===== config.mk =====
export PLATFORM = sky130hd
export DESIGN_NAME = cps_slave
export DESIGN_NICKNAME = d
export VERILOG_FILES = /design/src/include/cps_pkg.sv /design/src/include/cps_img_if.sv /design/src/cps_slave.sv /design/src/cps_out_mem.sv
export SDC_FILE = /design/constraint.sdc
export NUM_CORES = 1
export LEC_CHECK = 0
export ABC_CLOCK_PERIOD_IN_PS = 3500
export BUFFER_PORTS_ARGS = -buffer_cell sky130_fd_sc_hd__buf_4
export CAP_MARGIN = 20
export CORE_AREA = 2 2 225 227
export CTS_BUF_LIST = sky130_fd_sc_hd__clkbuf_4 sky130_fd_sc_hd__clkbuf_8 sky130_fd_sc_hd__clkbuf_16
export DETAILED_ROUTE_END_ITERATION = 8
export DIE_AREA = 0 0 227 229
export GPL_ROUTABILITY_DRIVEN = 1
export PLACE_DENSITY = 0.86
export SETUP_SLACK_MARGIN = 0.2
export SYNTH_ARGS = -nofsm -noshare
export SYNTH_HDL_FRONTEND = slang
export SYNTH_SLANG_ARGS = --single-unit

===== constraint.sdc =====
create_clock -name pclk -period 3.5 [get_ports pclk]
set_input_delay 0.875 -clock pclk [delete_from_list [all_inputs] [get_ports pclk]]
set_output_delay 0.875 -clock pclk [all_outputs]
set_load 0.03 [all_outputs]

===== src/include/cps_pkg.sv =====
// Purpose: constants and types for the control panel fieldbus slave
// Assumes: 50 MHz pclk, APB register access
// Notes: Function
package cps_pkg;
  localparam int unsigned CLK_HZ = 50000000;
  localparam int unsigned FLASH_HALF_MS = 250;
  localparam int unsigned FLASH_HALF_CYC = CLK_HZ / 1000 * FLASH_HALF_MS;
  localparam int unsigned IN_BYTES = 17;
  localparam int unsigned OUT_BYTES = 10;
  localparam int unsigned STD_BYTES = 8;
  localparam int unsigned HW_BASE = 8;
  localparam int unsigned ADD_BASE = 12;
  localparam int unsigned CUST_LED_BYTE = 9;
  // byte addresses: input image words at 0x00, output image words at 0x40
  localparam logic [7:0] IN_BASE = 8'h00;
  localparam logic [7:0] OUT_BASE = 8'h40;
  localparam logic [7:0] CTRL_ADDR = 8'h80;
  localparam logic [7:0] STAT_ADDR = 8'h84;
  localparam logic [7:0] VER_ADDR = 8'h88;
  localparam int unsigned FEED_STOP_BIT = 22;
  localparam int unsigned FEED_EN_BIT = 23;
  localparam logic [3:0] VER_MAJOR = 4'h1;
  localparam logic [3:0] VER_MINOR = 4'h2;
  localparam logic [3:0] VER_PATCH = 4'h0;
  localparam int unsigned GRP_W = 8;
  localparam int unsigned LEFT_LO = 0;
  localparam int unsigned CENTRE_LO = 24;
  localparam int unsigned RIGHT_LO = 48;
  localparam logic [9:0] SEL_SHIPPED = 10'h000;
  typedef enum logic [1:0] {CPS_LINK_LEGACY, CPS_LINK_FIELDBUS} cps_link_t;
  typedef enum {CPS_FLASH, CPS_RUN, CPS_VERSION} cps_mode_t;
endpackage


===== src/include/cps_img_if.sv =====
`timescale 1ns/1ns
`default_nettype none
// carries one image word write and a registered read
interface cps_img_if;
  logic we;
  logic [1:0] waddr;
  logic [31:0] wdata;
  logic [1:0] raddr;
  logic [31:0] rdata;
  modport ctrl (output we, output waddr, output wdata, output raddr, input rdata);
  modport mem (input we, input waddr, input wdata, input raddr, output rdata);
endinterface
`default_nettype wire


===== src/cps_slave.sv =====
// Purpose: fieldbus slave image logic of a machine control panel
// Assumes: master reaches the images over APB; panel pins are asynchronous
// Notes: led output shows flash, version or the master's led image
`timescale 1ns/1ns
`default_nettype none
module cps_slave
  import cps_pkg::*;
(
  input wire logic pclk,
  input wire logic presetn,
  input wire logic psel,
  input wire logic penable,
  input wire logic pwrite,
  input wire logic [7:0] paddr,
  input wire logic [31:0] pwdata,
  output logic [31:0] prdata,
  output logic pready,
  output logic pslverr,
  input wire logic [63:0] keys_in,
  input wire logic [15:0] hw1_count_in,
  input wire logic [15:0] hw2_count_in,
  input wire logic hw1_present,
  input wire logic hw2_present,
  input wire logic [15:0] direct_keys_in,
  input wire logic [5:0] cust_keys_in,
  input wire logic [7:0] rotary1_in,
  input wire logic [7:0] rotary2_in,
  input wire logic [9:0] rear_selector_switch,
  output logic [63:0] led_out,
  output logic [7:0] cust_led_out,
  output logic fieldbus_mode,
  output logic std_hardware,
  output logic [6:0] station_addr
);
  ////////////////////////////////////////////////////////////////////////
  // input synchronisers
  localparam int unsigned SW = 64 + 32 + 2 + 16 + 6 + 16 + 10;
  logic [SW-1:0] raw, s1_q, s2_q, s3_q, st_q;
  assign raw = {keys_in, hw1_count_in, hw2_count_in, hw1_present, hw2_present,
                direct_keys_in, cust_keys_in, rotary1_in, rotary2_in, rear_selector_switch};
  always_ff @(posedge pclk or negedge presetn) begin
    if (!presetn) begin
      s1_q <= '0;
      s2_q <= '0;
      s3_q <= '0;
      st_q <= '0;
    end else begin
      s1_q <= raw;
      s2_q <= s1_q;
      s3_q <= s2_q;
      st_q <= (s2_q & s3_q) | (st_q & (s2_q | s3_q));
    end
  end
  logic [63:0] keys;
  logic [15:0] hw1, hw2, dkeys;
  logic hw1_on, hw2_on;
  logic [5:0] ckeys;
  logic [7:0] rot1, rot2;
  logic [9:0] sel;
  assign {keys, hw1, hw2, hw1_on, hw2_on, dkeys, ckeys, rot1, rot2, sel} = st_q;

  ////////////////////////////////////////////////////////////////////////
  // selector capture
  logic sel_done_q;
  logic [2:0] sel_wait_q;
  always_ff @(posedge pclk or negedge presetn) begin
    if (!presetn) begin
      sel_wait_q <= 3'h0;
      sel_done_q <= 1'b0;
      fieldbus_mode <= 1'b0;
      std_hardware <= 1'b0;
      station_addr <= 7'h00;
    end else if (!sel_done_q) begin
      sel_wait_q <= sel_wait_q + 3'h1;
      if (sel_wait_q == 3'h4) begin
        sel_done_q <= 1'b1;
        fieldbus_mode <= sel[9] & sel[8];
        std_hardware <= ~sel[7];
        station_addr <= sel[6:0];
      end
    end
  end

  ////////////////////////////////////////////////////////////////////////
  // input image, 17 bytes
  logic [7:0] in_img [IN_BYTES];
  always_comb begin
    for (int i = 0; i < STD_BYTES; i++) begin
      in_img[i] = keys[i*8 +: 8];
    end
    in_img[HW_BASE] = hw1_on ? hw1[15:8] : 8'h00;
    in_img[HW_BASE+1] = hw1_on ? hw1[7:0] : 8'h00;
    in_img[HW_BASE+2] = hw2_on ? hw2[15:8] : 8'h00;
    in_img[HW_BASE+3] = hw2_on ? hw2[7:0] : 8'h00;
    in_img[ADD_BASE] = dkeys[7:0];
    in_img[ADD_BASE+1] = dkeys[15:8];
    in_img[ADD_BASE+2] = {2'b00, ckeys};
    in_img[ADD_BASE+3] = rot1;
    in_img[ADD_BASE+4] = rot2;
  end
  function automatic logic [31:0] in_word(input logic [2:0] w, input logic [7:0] img [IN_BYTES]);
    logic [31:0] r;
    r = 32'h0;
    for (int b = 0; b < 4; b++) begin
      if (w * 4 + b < IN_BYTES) begin
        r[b*8 +: 8] = img[w*4+b];
      end
    end
    return r;
  endfunction

  ////////////////////////////////////////////////////////////////////////
  // apb slave
  cps_img_if img ();
  cps_out_mem u_mem (
    .pclk(pclk),
    .presetn(presetn),
    .bus(img)
  );
  logic setup, is_in, is_out;
  logic comm_q;
  logic rd_pend_q;
  logic [1:0] mode_code;
  logic [31:0] rd_word;
  localparam logic [7:0] IN_SPAN = 8'(((IN_BYTES + 3) / 4) * 4);
  localparam logic [7:0] OUT_SPAN = 8'(((OUT_BYTES + 3) / 4) * 4);
  typedef enum {CPS_REG_IN, CPS_REG_OUT, CPS_REG_CTRL, CPS_REG_STAT, CPS_REG_VER, CPS_REG_NONE} cps_reg_t;
  // address decode, shared by the error flag, the write strobe and the read mux
  function automatic cps_reg_t reg_of(input logic [7:0] a);
    cps_reg_t r;
    r = CPS_REG_NONE;
    if (a[1:0] != 2'b00) begin
      r = CPS_REG_NONE;
    end else if ((a - IN_BASE) < IN_SPAN) begin
      r = CPS_REG_IN;
    end else if ((a - OUT_BASE) < OUT_SPAN) begin
      r = CPS_REG_OUT;
    end else if (a == CTRL_ADDR) begin
      r = CPS_REG_CTRL;
    end else if (a == STAT_ADDR) begin
      r = CPS_REG_STAT;
    end else if (a == VER_ADDR) begin
      r = CPS_REG_VER;
    end
    return r;
  endfunction
  cps_reg_t reg_sel;
  assign reg_sel = reg_of(paddr);
  assign setup = psel && !penable;
  assign is_in = reg_sel == CPS_REG_IN;
  assign is_out = reg_sel == CPS_REG_OUT;
  assign img.we = psel && penable && pready && pwrite && is_out;
  assign img.waddr = paddr[3:2];
  assign img.wdata = (paddr[3:2] == 2'h2) ? {16'h0, pwdata[15:8], 8'h00} : pwdata;
  assign img.raddr = paddr[3:2];
  // read word, registered into prdata on the access cycle
  always_comb begin
    rd_word = 32'h0;
    case (reg_sel)
      CPS_REG_IN: begin
        rd_word = in_word(paddr[4:2], in_img);
      end
      CPS_REG_OUT: begin
        rd_word = img.rdata;
      end
      CPS_REG_CTRL: begin
        rd_word = {31'h0, comm_q};
      end
      CPS_REG_STAT: begin
        rd_word = {20'h0, sel_done_q, station_addr, std_hardware, fieldbus_mode, mode_code};
      end
      CPS_REG_VER: begin
        rd_word = {20'h0, VER_MAJOR, VER_MINOR, VER_PATCH};
      end
      default: begin
        rd_word = 32'h0;
      end
    endcase
  end
  always_ff @(posedge pclk or negedge presetn) begin
    if (!presetn) begin
      pready <= 1'b0;
      pslverr <= 1'b0;
      prdata <= 32'h0;
      rd_pend_q <= 1'b0;
    end else begin
      pready <= 1'b0;
      pslverr <= 1'b0;
      if (setup) begin
        rd_pend_q <= 1'b1;
      end else if (rd_pend_q && psel) begin
        rd_pend_q <= 1'b0;
        pready <= 1'b1;
        pslverr <= (reg_sel == CPS_REG_NONE);
        prdata <= pwrite ? 32'h0 : rd_word;
      end
    end
  end

  ////////////////////////////////////////////////////////////////////////
  // exchange established flag: set by any master access, except that a control write loads it from pwdata bit 0
  always_ff @(posedge pclk or negedge presetn) begin
    if (!presetn) begin
      comm_q <= 1'b0;
    end else if (psel && penable && pready) begin
      if (pwrite && paddr == CTRL_ADDR) begin
        comm_q <= pwdata[0];
      end else begin
        comm_q <= 1'b1;
      end
    end
  end

  ////////////////////////////////////////////////////////////////////////
  // led mode and flashing
  cps_mode_t mode_q;
  logic [23:0] flash_cnt_q;
  logic blink_q;
  logic ver_keys;
  assign ver_keys = keys[FEED_STOP_BIT] & keys[FEED_EN_BIT];
  assign mode_code = (mode_q == CPS_FLASH) ? 2'h0 : (mode_q == CPS_RUN) ? 2'h1 : 2'h2;
  always_ff @(posedge pclk or negedge presetn) begin
    if (!presetn) begin
      flash_cnt_q <= 24'h0;
      blink_q <= 1'b0;
    end else if (flash_cnt_q == 24'(FLASH_HALF_CYC - 1)) begin
      flash_cnt_q <= 24'h0;
      blink_q <= ~blink_q;
    end else begin
      flash_cnt_q <= flash_cnt_q + 24'h1;
    end
  end
  always_ff @(posedge pclk or negedge presetn) begin
    if (!presetn) begin
      mode_q <= CPS_FLASH;
    end else begin
      case (mode_q)
        CPS_FLASH: begin
          if (ver_keys) mode_q <= CPS_VERSION;
          else if (comm_q) mode_q <= CPS_RUN;
        end
        CPS_RUN: begin
          if (ver_keys) mode_q <= CPS_VERSION;
          else if (!comm_q) mode_q <= CPS_FLASH;
        end
        CPS_VERSION: begin
          if (!ver_keys) mode_q <= comm_q ? CPS_RUN : CPS_FLASH;
        end
        default: mode_q <= CPS_FLASH;
      endcase
    end
  end
  function automatic logic [GRP_W-1:0] lit(input logic [3:0] n);
    logic [GRP_W-1:0] r;
    r = '0;
    for (int i = 0; i < GRP_W; i++) begin
      if (i < n) r[i] = 1'b1;
    end
    return r;
  endfunction
  logic [63:0] ver_img;
  always_comb begin
    ver_img = 64'h0;
    ver_img[LEFT_LO +: GRP_W] = lit(VER_MAJOR);
    ver_img[CENTRE_LO +: GRP_W] = lit(VER_MINOR);
    ver_img[RIGHT_LO +: GRP_W] = lit(VER_PATCH);
  end

  ////////////////////////////////////////////////////////////////////////
  // led outputs from the output image, shadowed from the image word writes
  logic [63:0] led_img_q;
  logic [7:0] cust_q;
  always_ff @(posedge pclk or negedge presetn) begin
    if (!presetn) begin
      led_img_q <= 64'h0;
      cust_q <= 8'h00;
    end else begin
      if (img.we && img.waddr == 2'h0) led_img_q[31:0] <= img.wdata;
      if (img.we && img.waddr == 2'h1) led_img_q[63:32] <= img.wdata;
      if (img.we && img.waddr == 2'h2) cust_q <= img.wdata[15:8];
    end
  end
  always_ff @(posedge pclk or negedge presetn) begin
    if (!presetn) begin
      led_out <= 64'h0;
      cust_led_out <= 8'h00;
    end else begin
      case (mode_q)
        CPS_FLASH: begin
          led_out <= {64{blink_q}};
          cust_led_out <= {8{blink_q}};
        end
        CPS_VERSION: begin
          led_out <= ver_img;
          cust_led_out <= 8'h00;
        end
        default: begin
          led_out <= led_img_q;
          cust_led_out <= cust_q;
        end
      endcase
    end
  end
endmodule
`default_nettype wire


===== src/cps_out_mem.sv =====
// Purpose: output image store, three words, registered read
// Assumes: single clock
// Notes: none
`timescale 1ns/1ns
`default_nettype none
module cps_out_mem
  import cps_pkg::*;
(
  input wire logic pclk,
  input wire logic presetn,
  cps_img_if.mem bus
);
  logic [31:0] mem_q [3];
  always_ff @(posedge pclk or negedge presetn) begin
    if (!presetn) begin
      mem_q[0] <= 32'h0;
      mem_q[1] <= 32'h0;
      mem_q[2] <= 32'h0;
    end else if (bus.we && bus.waddr != 2'h3) begin
      mem_q[bus.waddr] <= bus.wdata;
    end
  end
  always_ff @(posedge pclk or negedge presetn) begin
    if (!presetn) begin
      bus.rdata <= 32'h0;
    end else begin
      bus.rdata <= (bus.raddr == 2'h3) ? 32'h0 : mem_q[bus.raddr];
    end
  end
endmodule
`default_nettype wire


---- After elaboration in Yosys (flattened, before gate mapping) ----
Index checks and enable logic that the tools add are counted.
storage, ports and cells
  bits of input ports ..................... 191
  output and inout bits ................... 115
  logic and storage cells ................. 159
  flip-flop bits (word level) ............. 962
cells by class
  $add $sub $neg .......................... 6
  muxes and demuxes ....................... 57
  reduce and logical (&&, ||, !) cells .... 22
  bitwise logic cells ..................... 15
  equal/unequal tests ..................... 21
  magnitude comparators ................... 12
operators by type and width
  kind                     count
  $mux W32                 11
  $and A146 B146 Y146      2
  $or A146 B146 Y146       2
  $bmux W8 S5              4
  $eq A32 B2 Y1 const B    5
  $pmux W32 S5             1
  $ge A33 B6 Y1 const B    4
  $mux W8                  16
  $pmux W64 S2             1
  $not A6 Y33              3
  $bwmux W96               1
  $logic_not A32 Y1        3
  $lt A32 B5 Y1 const B    3
  $pmux W32 S3             1
  $bmux W32 S2             1
  $demux W32 S2            1
  $eq A32 B1 Y1 const B    2
  $not A5 Y33              1
  $eq A32 B3 Y1 const B    1
  $eq A32 B4 Y1 const B    1
  $add A24 B1 Y24 const B  1
  $eq A24 B24 Y1 const B   1
  $eq A8 B8 Y1 const B     3
  $mux W24                 1
  other kinds (27)         63

---- Depth between registers and ports, before layout ----
  depth after elaboration ................. 10
  depth in mapped cells ................... 8
  gate-level depth less buffers ........... 6

---- Cells and area by module ----
Synthesis repeated with hierarchy kept, for this count alone.
second synthesis, totals
  cells, all modules ...................... 1863
  area total of the unflattened synthesis .. 31001.0 um2
modules (own cells, without submodules)
  module       instances  seq. area each (um2)  cells each  area each (um2)
  cps_slave    1          20119.3               1550        25912.4
  cps_out_mem  1          3203.1                313         5088.6

---- Worst setup path after synthesis ----
Ideal clock, no wire load.
  path type ............................... in2reg
  start ................................... input port paddr[6]
  end ..................................... register led_img_q[21]
  setup time .............................. 0.118 ns
  stages on the path ...................... 7
  required time ........................... 3.382 ns
  setup slack ............................. 1.016 ns
  buffers on the path ..................... 3
  arrival time ............................ 2.366 ns
  path through ............................ clkbuf_1 -> o21ai_1 -> o211ai_2 -> or4_1 -> buf_2 -> buf_6 -> a21o_1
between the ends
  word-level cells in the longest chain between the ends .. 10
  elaborated cells on any way between the ends .. 15
  classes of those cells .................. add/sub: 1; order compare: 2; eq/ne: 4; mux: 6; reduce/logical: 2
RTL lines
  element                                                                line              RTL
  start, declared                                                        cps_slave.sv:14   input wire logic [7:0] paddr,
  parallel branches: the longest is 5 deep, another holds $sub A8 B7 Y8  n/a
  $mux W3 *                                                              cps_slave.sv:134  end else if ((a - IN_BASE) < IN_SPAN) begin
  $mux W3 *                                                              cps_slave.sv:132  if (a[1:0] != 2'b00) begin
  $eq A32 B2 Y1 *                                                        cps_slave.sv:151  assign is_out = reg_sel == CPS_REG_OUT;
  $logic_and A1 B1 Y1 *                                                  cps_slave.sv:152  assign img.we = psel && penable && pready && pwrite && is_out;
  $logic_and A1 B1 Y1 *                                                  cps_slave.sv:278  if (img.we && img.waddr == 2'h0) led_img_q[31:0] <= img.wdata;
  end signal, assigned                                                   cps_slave.sv:278
  end, declared                                                          cps_slave.sv:271  logic [63:0] led_img_q;
Mark *: on every way between the ends.
A chain may end at the register's enable or synchronous reset.

---- Worst setup path in the final report ----
  start ................................... input port paddr[1]
  end ..................................... register prdata[18]
between the ends
  word-level cells in the longest chain between the ends .. 10
  elaborated cells on any way between the ends .. 20
  classes of those cells .................. add/sub: 1; order compare: 2; eq/ne: 7; mux: 8; reduce/logical: 2
RTL lines
  element                                                                line              RTL
  parallel branches: the longest is 6 deep, another holds $sub A8 B7 Y8  n/a
  $mux W3 *                                                              cps_slave.sv:132
  $eq A32 B3 Y1, or another cell as far along                            cps_slave.sv:159  case (reg_sel)
  $pmux W32 S5 *                                                         cps_slave.sv:159
  $mux W32 *                                                             cps_slave.sv:195  prdata <= pwrite ? 32'h0 : rd_word;
  end signal, assigned                                                   cps_slave.sv:195
  end, declared                                                          cps_slave.sv:16   output logic [31:0] prdata,
Marked as above.

==> impl_metrics.yaml <==
global_route:
  antenna_found_initial: 6
  grt_max_degree: 86
  grt-ovfl-total: 0
  grt_usage_pct: 29.4
  grt_pass1_wl_mm: 115
  first_global_vias: 20043
power_and_ir_drop:
  powerDensity_mw_per_mm2: 612
  switchingPower_uw: 5010
  peakVddDrop_mv: 0.446
  p_seq_share_pct: 51.3
  p_int_uw: 17500
  p_leak_uw: 0.0184
  switching_share_pct: 22.3
  p_clk_share_pct: 43.9
  power_frac_comb_pct: 4.8
route:
  drt-vias-per-instance: 5.73
  drt_first_iter_violations: 1492
  drt-total-wl_mm: 73.4
  firstDrtPassIters: 6
  vias: 18316
  wire_per_inst_um: 23.0
  drc: 0
  ant_nets: 0
timing:
  period_minus_slack_ns: 2.51
  worst_pin_slew_ns: 0.912
  relSlewSlack_pct: 39.2
  hold_violations: 0
  maxSlewViolCount: 0
  finalSetupViolCount: 0
  clock.fmax_ghz: 0.398
  fin_crit_sh_pct: 71.8
  fin_tns_setup_ns: 0
  rsz0062_at_grt: "false"
  final.setup_skew_ns: 0.0311
critical_path:
  timing.rr.start: "flash_cnt_q[0]"
  crit_path_start: "paddr[1]"
  cp_max_fo: 21
  cp.arrival_ns: 3.04
  critPathCaptureType: "register"
  cp.required_ns: 4.03
  path_class: "in2reg"
  setup.worst_path.start_class: "input pin"
yosys:
  synth.distinct_cells: 48
  async_flop_share_pct: 100
  yosys_warnings: 0
  ys_ff_latch: 932
  yosysSeqAreaShare_pct: 77.0
  syn_area_sq_mm: 0.0303
  synthCells: 2089
  yosysTopAreaCellShare_pct: 77.0
  synth.area.top_cells: "dfrtp_1 77%, nand2_1 5.2%, maj3_1 4.8%"
  synth_ff_type: "dfrtp_1"
  syn_area_per_cell_sq_um: 14.5
  synth-edff-count: 0
  synth_largest_area_cell: "dfrtp_1"
  syn-num-nets: 2283
final_layout:
  mostFrequentLayoutCells: "931 x dfrtp_1, 419 x nand2_1, 345 x buf_4"
  layout.cells.non_filler: 3197
  drive_above_1_share_pct: 21.5
  area_growth_pct: 21.3
  layout_commonest_cell: "dfrtp_1"
  fill_cells: 2936
  nNetsFinal: 2643
outcome:
  status: "finished, final reports clean"
clocking:
  cts-root-buf: "clkbuf_16"
  cts-resized-gates: 0
  cts_setup_buffers: 0
  cts.path.max_buffers: 3
  cts_buffers: 87
  cts_tree: "yes"
  cts.sinks: 932
  ctsHoldBuffers: 0
  clkSlewWorstSetupHoldPaths_ns: 0.06
  cts.htree.levels: 3
  insertion_delay_ns: 0.65
floorplan:
  die_y_um: 229
  dieArea_sq_mm: 0.0520
  io_pins: 306
  core_area_sq_mm: 0.0497
  die_w_um: 227
  start_util_pct: 61.0
  rows: 82
placement:
  gp_congestion: 0.886
  portBuffers: 305
  hpwl_mm: 46.1
  dp.cells: 3032
worst_hold_path:
  hold_class: "in2async"
run:
  cap_viol_max_count: 0
==> cell usage after synthesis, types with 2 or more instances <==
master,number
nor4_2,4
o21ai_0,69
o211a_1,2
and4_1,2
nand2_1,419
o221ai_1,8
xor2_1,9
a211oi_1,2
mux2_2,8
dfrtp_1,932
or3_1,2
a222oi_1,3
nand4_1,9
mux2i_1,62
buf_1,4
ha_1,3
nor2b_1,3
a21oi_1,31
nand3b_1,2
nand3_1,11
nor4_1,8
a21o_1,78
nor3_1,10
xnor2_1,15
nand2b_1,3
a22oi_1,36
a32oi_1,6
a221oi_1,24
nor2_1,28
and3_1,7
maj3_1,146
and2_1,28
buf_2,20
o21ai_1,5
inv_1,13
clkbuf_1,63
nor3b_1,3
==> flip-flops by register name, indices dropped and copies added (netlist names), 2 cells and up <==
name,flops
cust_q,8
sel_wait_q,3
led_out,64
s1_q,146
s3_q,146
s2_q,146
cust_led_out,8
u_mem.mem_q,96
prdata,32
station_addr,7
mode_q,2
st_q,146
u_mem.bus.rdata,32
flash_cnt_q,24
led_img_q,64
==> worst max-delay path, stage by stage <==
cell and delay (ns):
buf_4 0.12, nor4_2 0.56, o211ai_2 0.18, buf_4 0.20, nor2_2 0.48, buf_12 0.25
a22oi_1 0.10, o21ai_0 0.26
==> routing by layer <==
| metal | track usage (%) | part of all wire, % | up-vias |
|---|---|---|---|
| li1 | - | - | 7758 |
| met1 | 36.8 | 37 | 9536 |
| met2 | 48.0 | 51 | 784 |
| met3 | 7.39 | 7.3 | 234 |
| met4 | 14.8 | 5.1 | 4 |
| met5 | 0 | 0.031 | - |
==> power groups by stage <==
| stage | clock network [uW] | logic, uW | registers, uW |
|---|---|---|---|
| after floorplan | 0 | 401 | 11600 |
| after global placement | 0 | 1030 | 11700 |
| after detailed placement | 0 | 1070 | 11700 |
| after CTS | 10000 | 1090 | 11500 |
| after global routing | 10500 | 1180 | 11600 |
| final | 9870 | 1080 | 11500 |
==> kinds of logic (layout without fill, tap and decap cells) <==
| logic type | after synthesis | after routing | synth area share [%] |
|---|---|---|---|
| DFF | 932 | 932 | 77.0 |
| muxes | 71 | 71 | 2.42 |
| other | 0 | 5 | 0 |
| adders and majority gates | 149 | 149 | 4.95 |
| buffers and inverters | 102 | 533 | 1.37 |
| AOI/OAI and AO/OA | 269 | 269 | 6.01 |
| xor gates and xnor gates | 24 | 24 | 0.694 |
| and+or+nand+nor | 542 | 542 | 7.55 |
==> cell type report <==
type	count	area [sq um]	area share, %
Inverter	14	52.6	0.143
Timing Repair Buffer	359	2870	7.80
Clock buffer	115	2500	6.80
Tap cell	672	841	2.29
Multi-Input combinational cell	1055	6590	17.9
Antenna cell	5	12.5	0.0341
Sequential cell	932	23300	63.5
Clock inverter	45	549	1.50
==> stage by stage <==
stage                     total power (uW)  worst slack, ns  area (sq um)  hold slack, ns  util [%]
after CTS                            22600             1.06         36700           0.248      73.9
after floorplan                      12000             1.02         30300           0.331         -
final                                22500            0.988         36700           0.217      74.0
after global routing                 23200            0.928         36700           0.266      74.0
after global placement               12700            0.543         33700           0.332      67.8
after detailed placement             12800            0.477         33700           0.335      67.8
==> path summary, 6_finish.rpt <==
kind,slack [ns],end,depth (start not counted)
hold / removal,0.22,s3_q[18],1
max in group asynchronous,2.15,s1_q[114],3
hold reg to reg,0.33,s2_q[11],0
setup reg to reg,1.26,blink_q,7
min in group pclk,0.33,s1_q[145],1
setup / recovery,0.99,prdata[18],8
(Power assumes the default switching activity.)
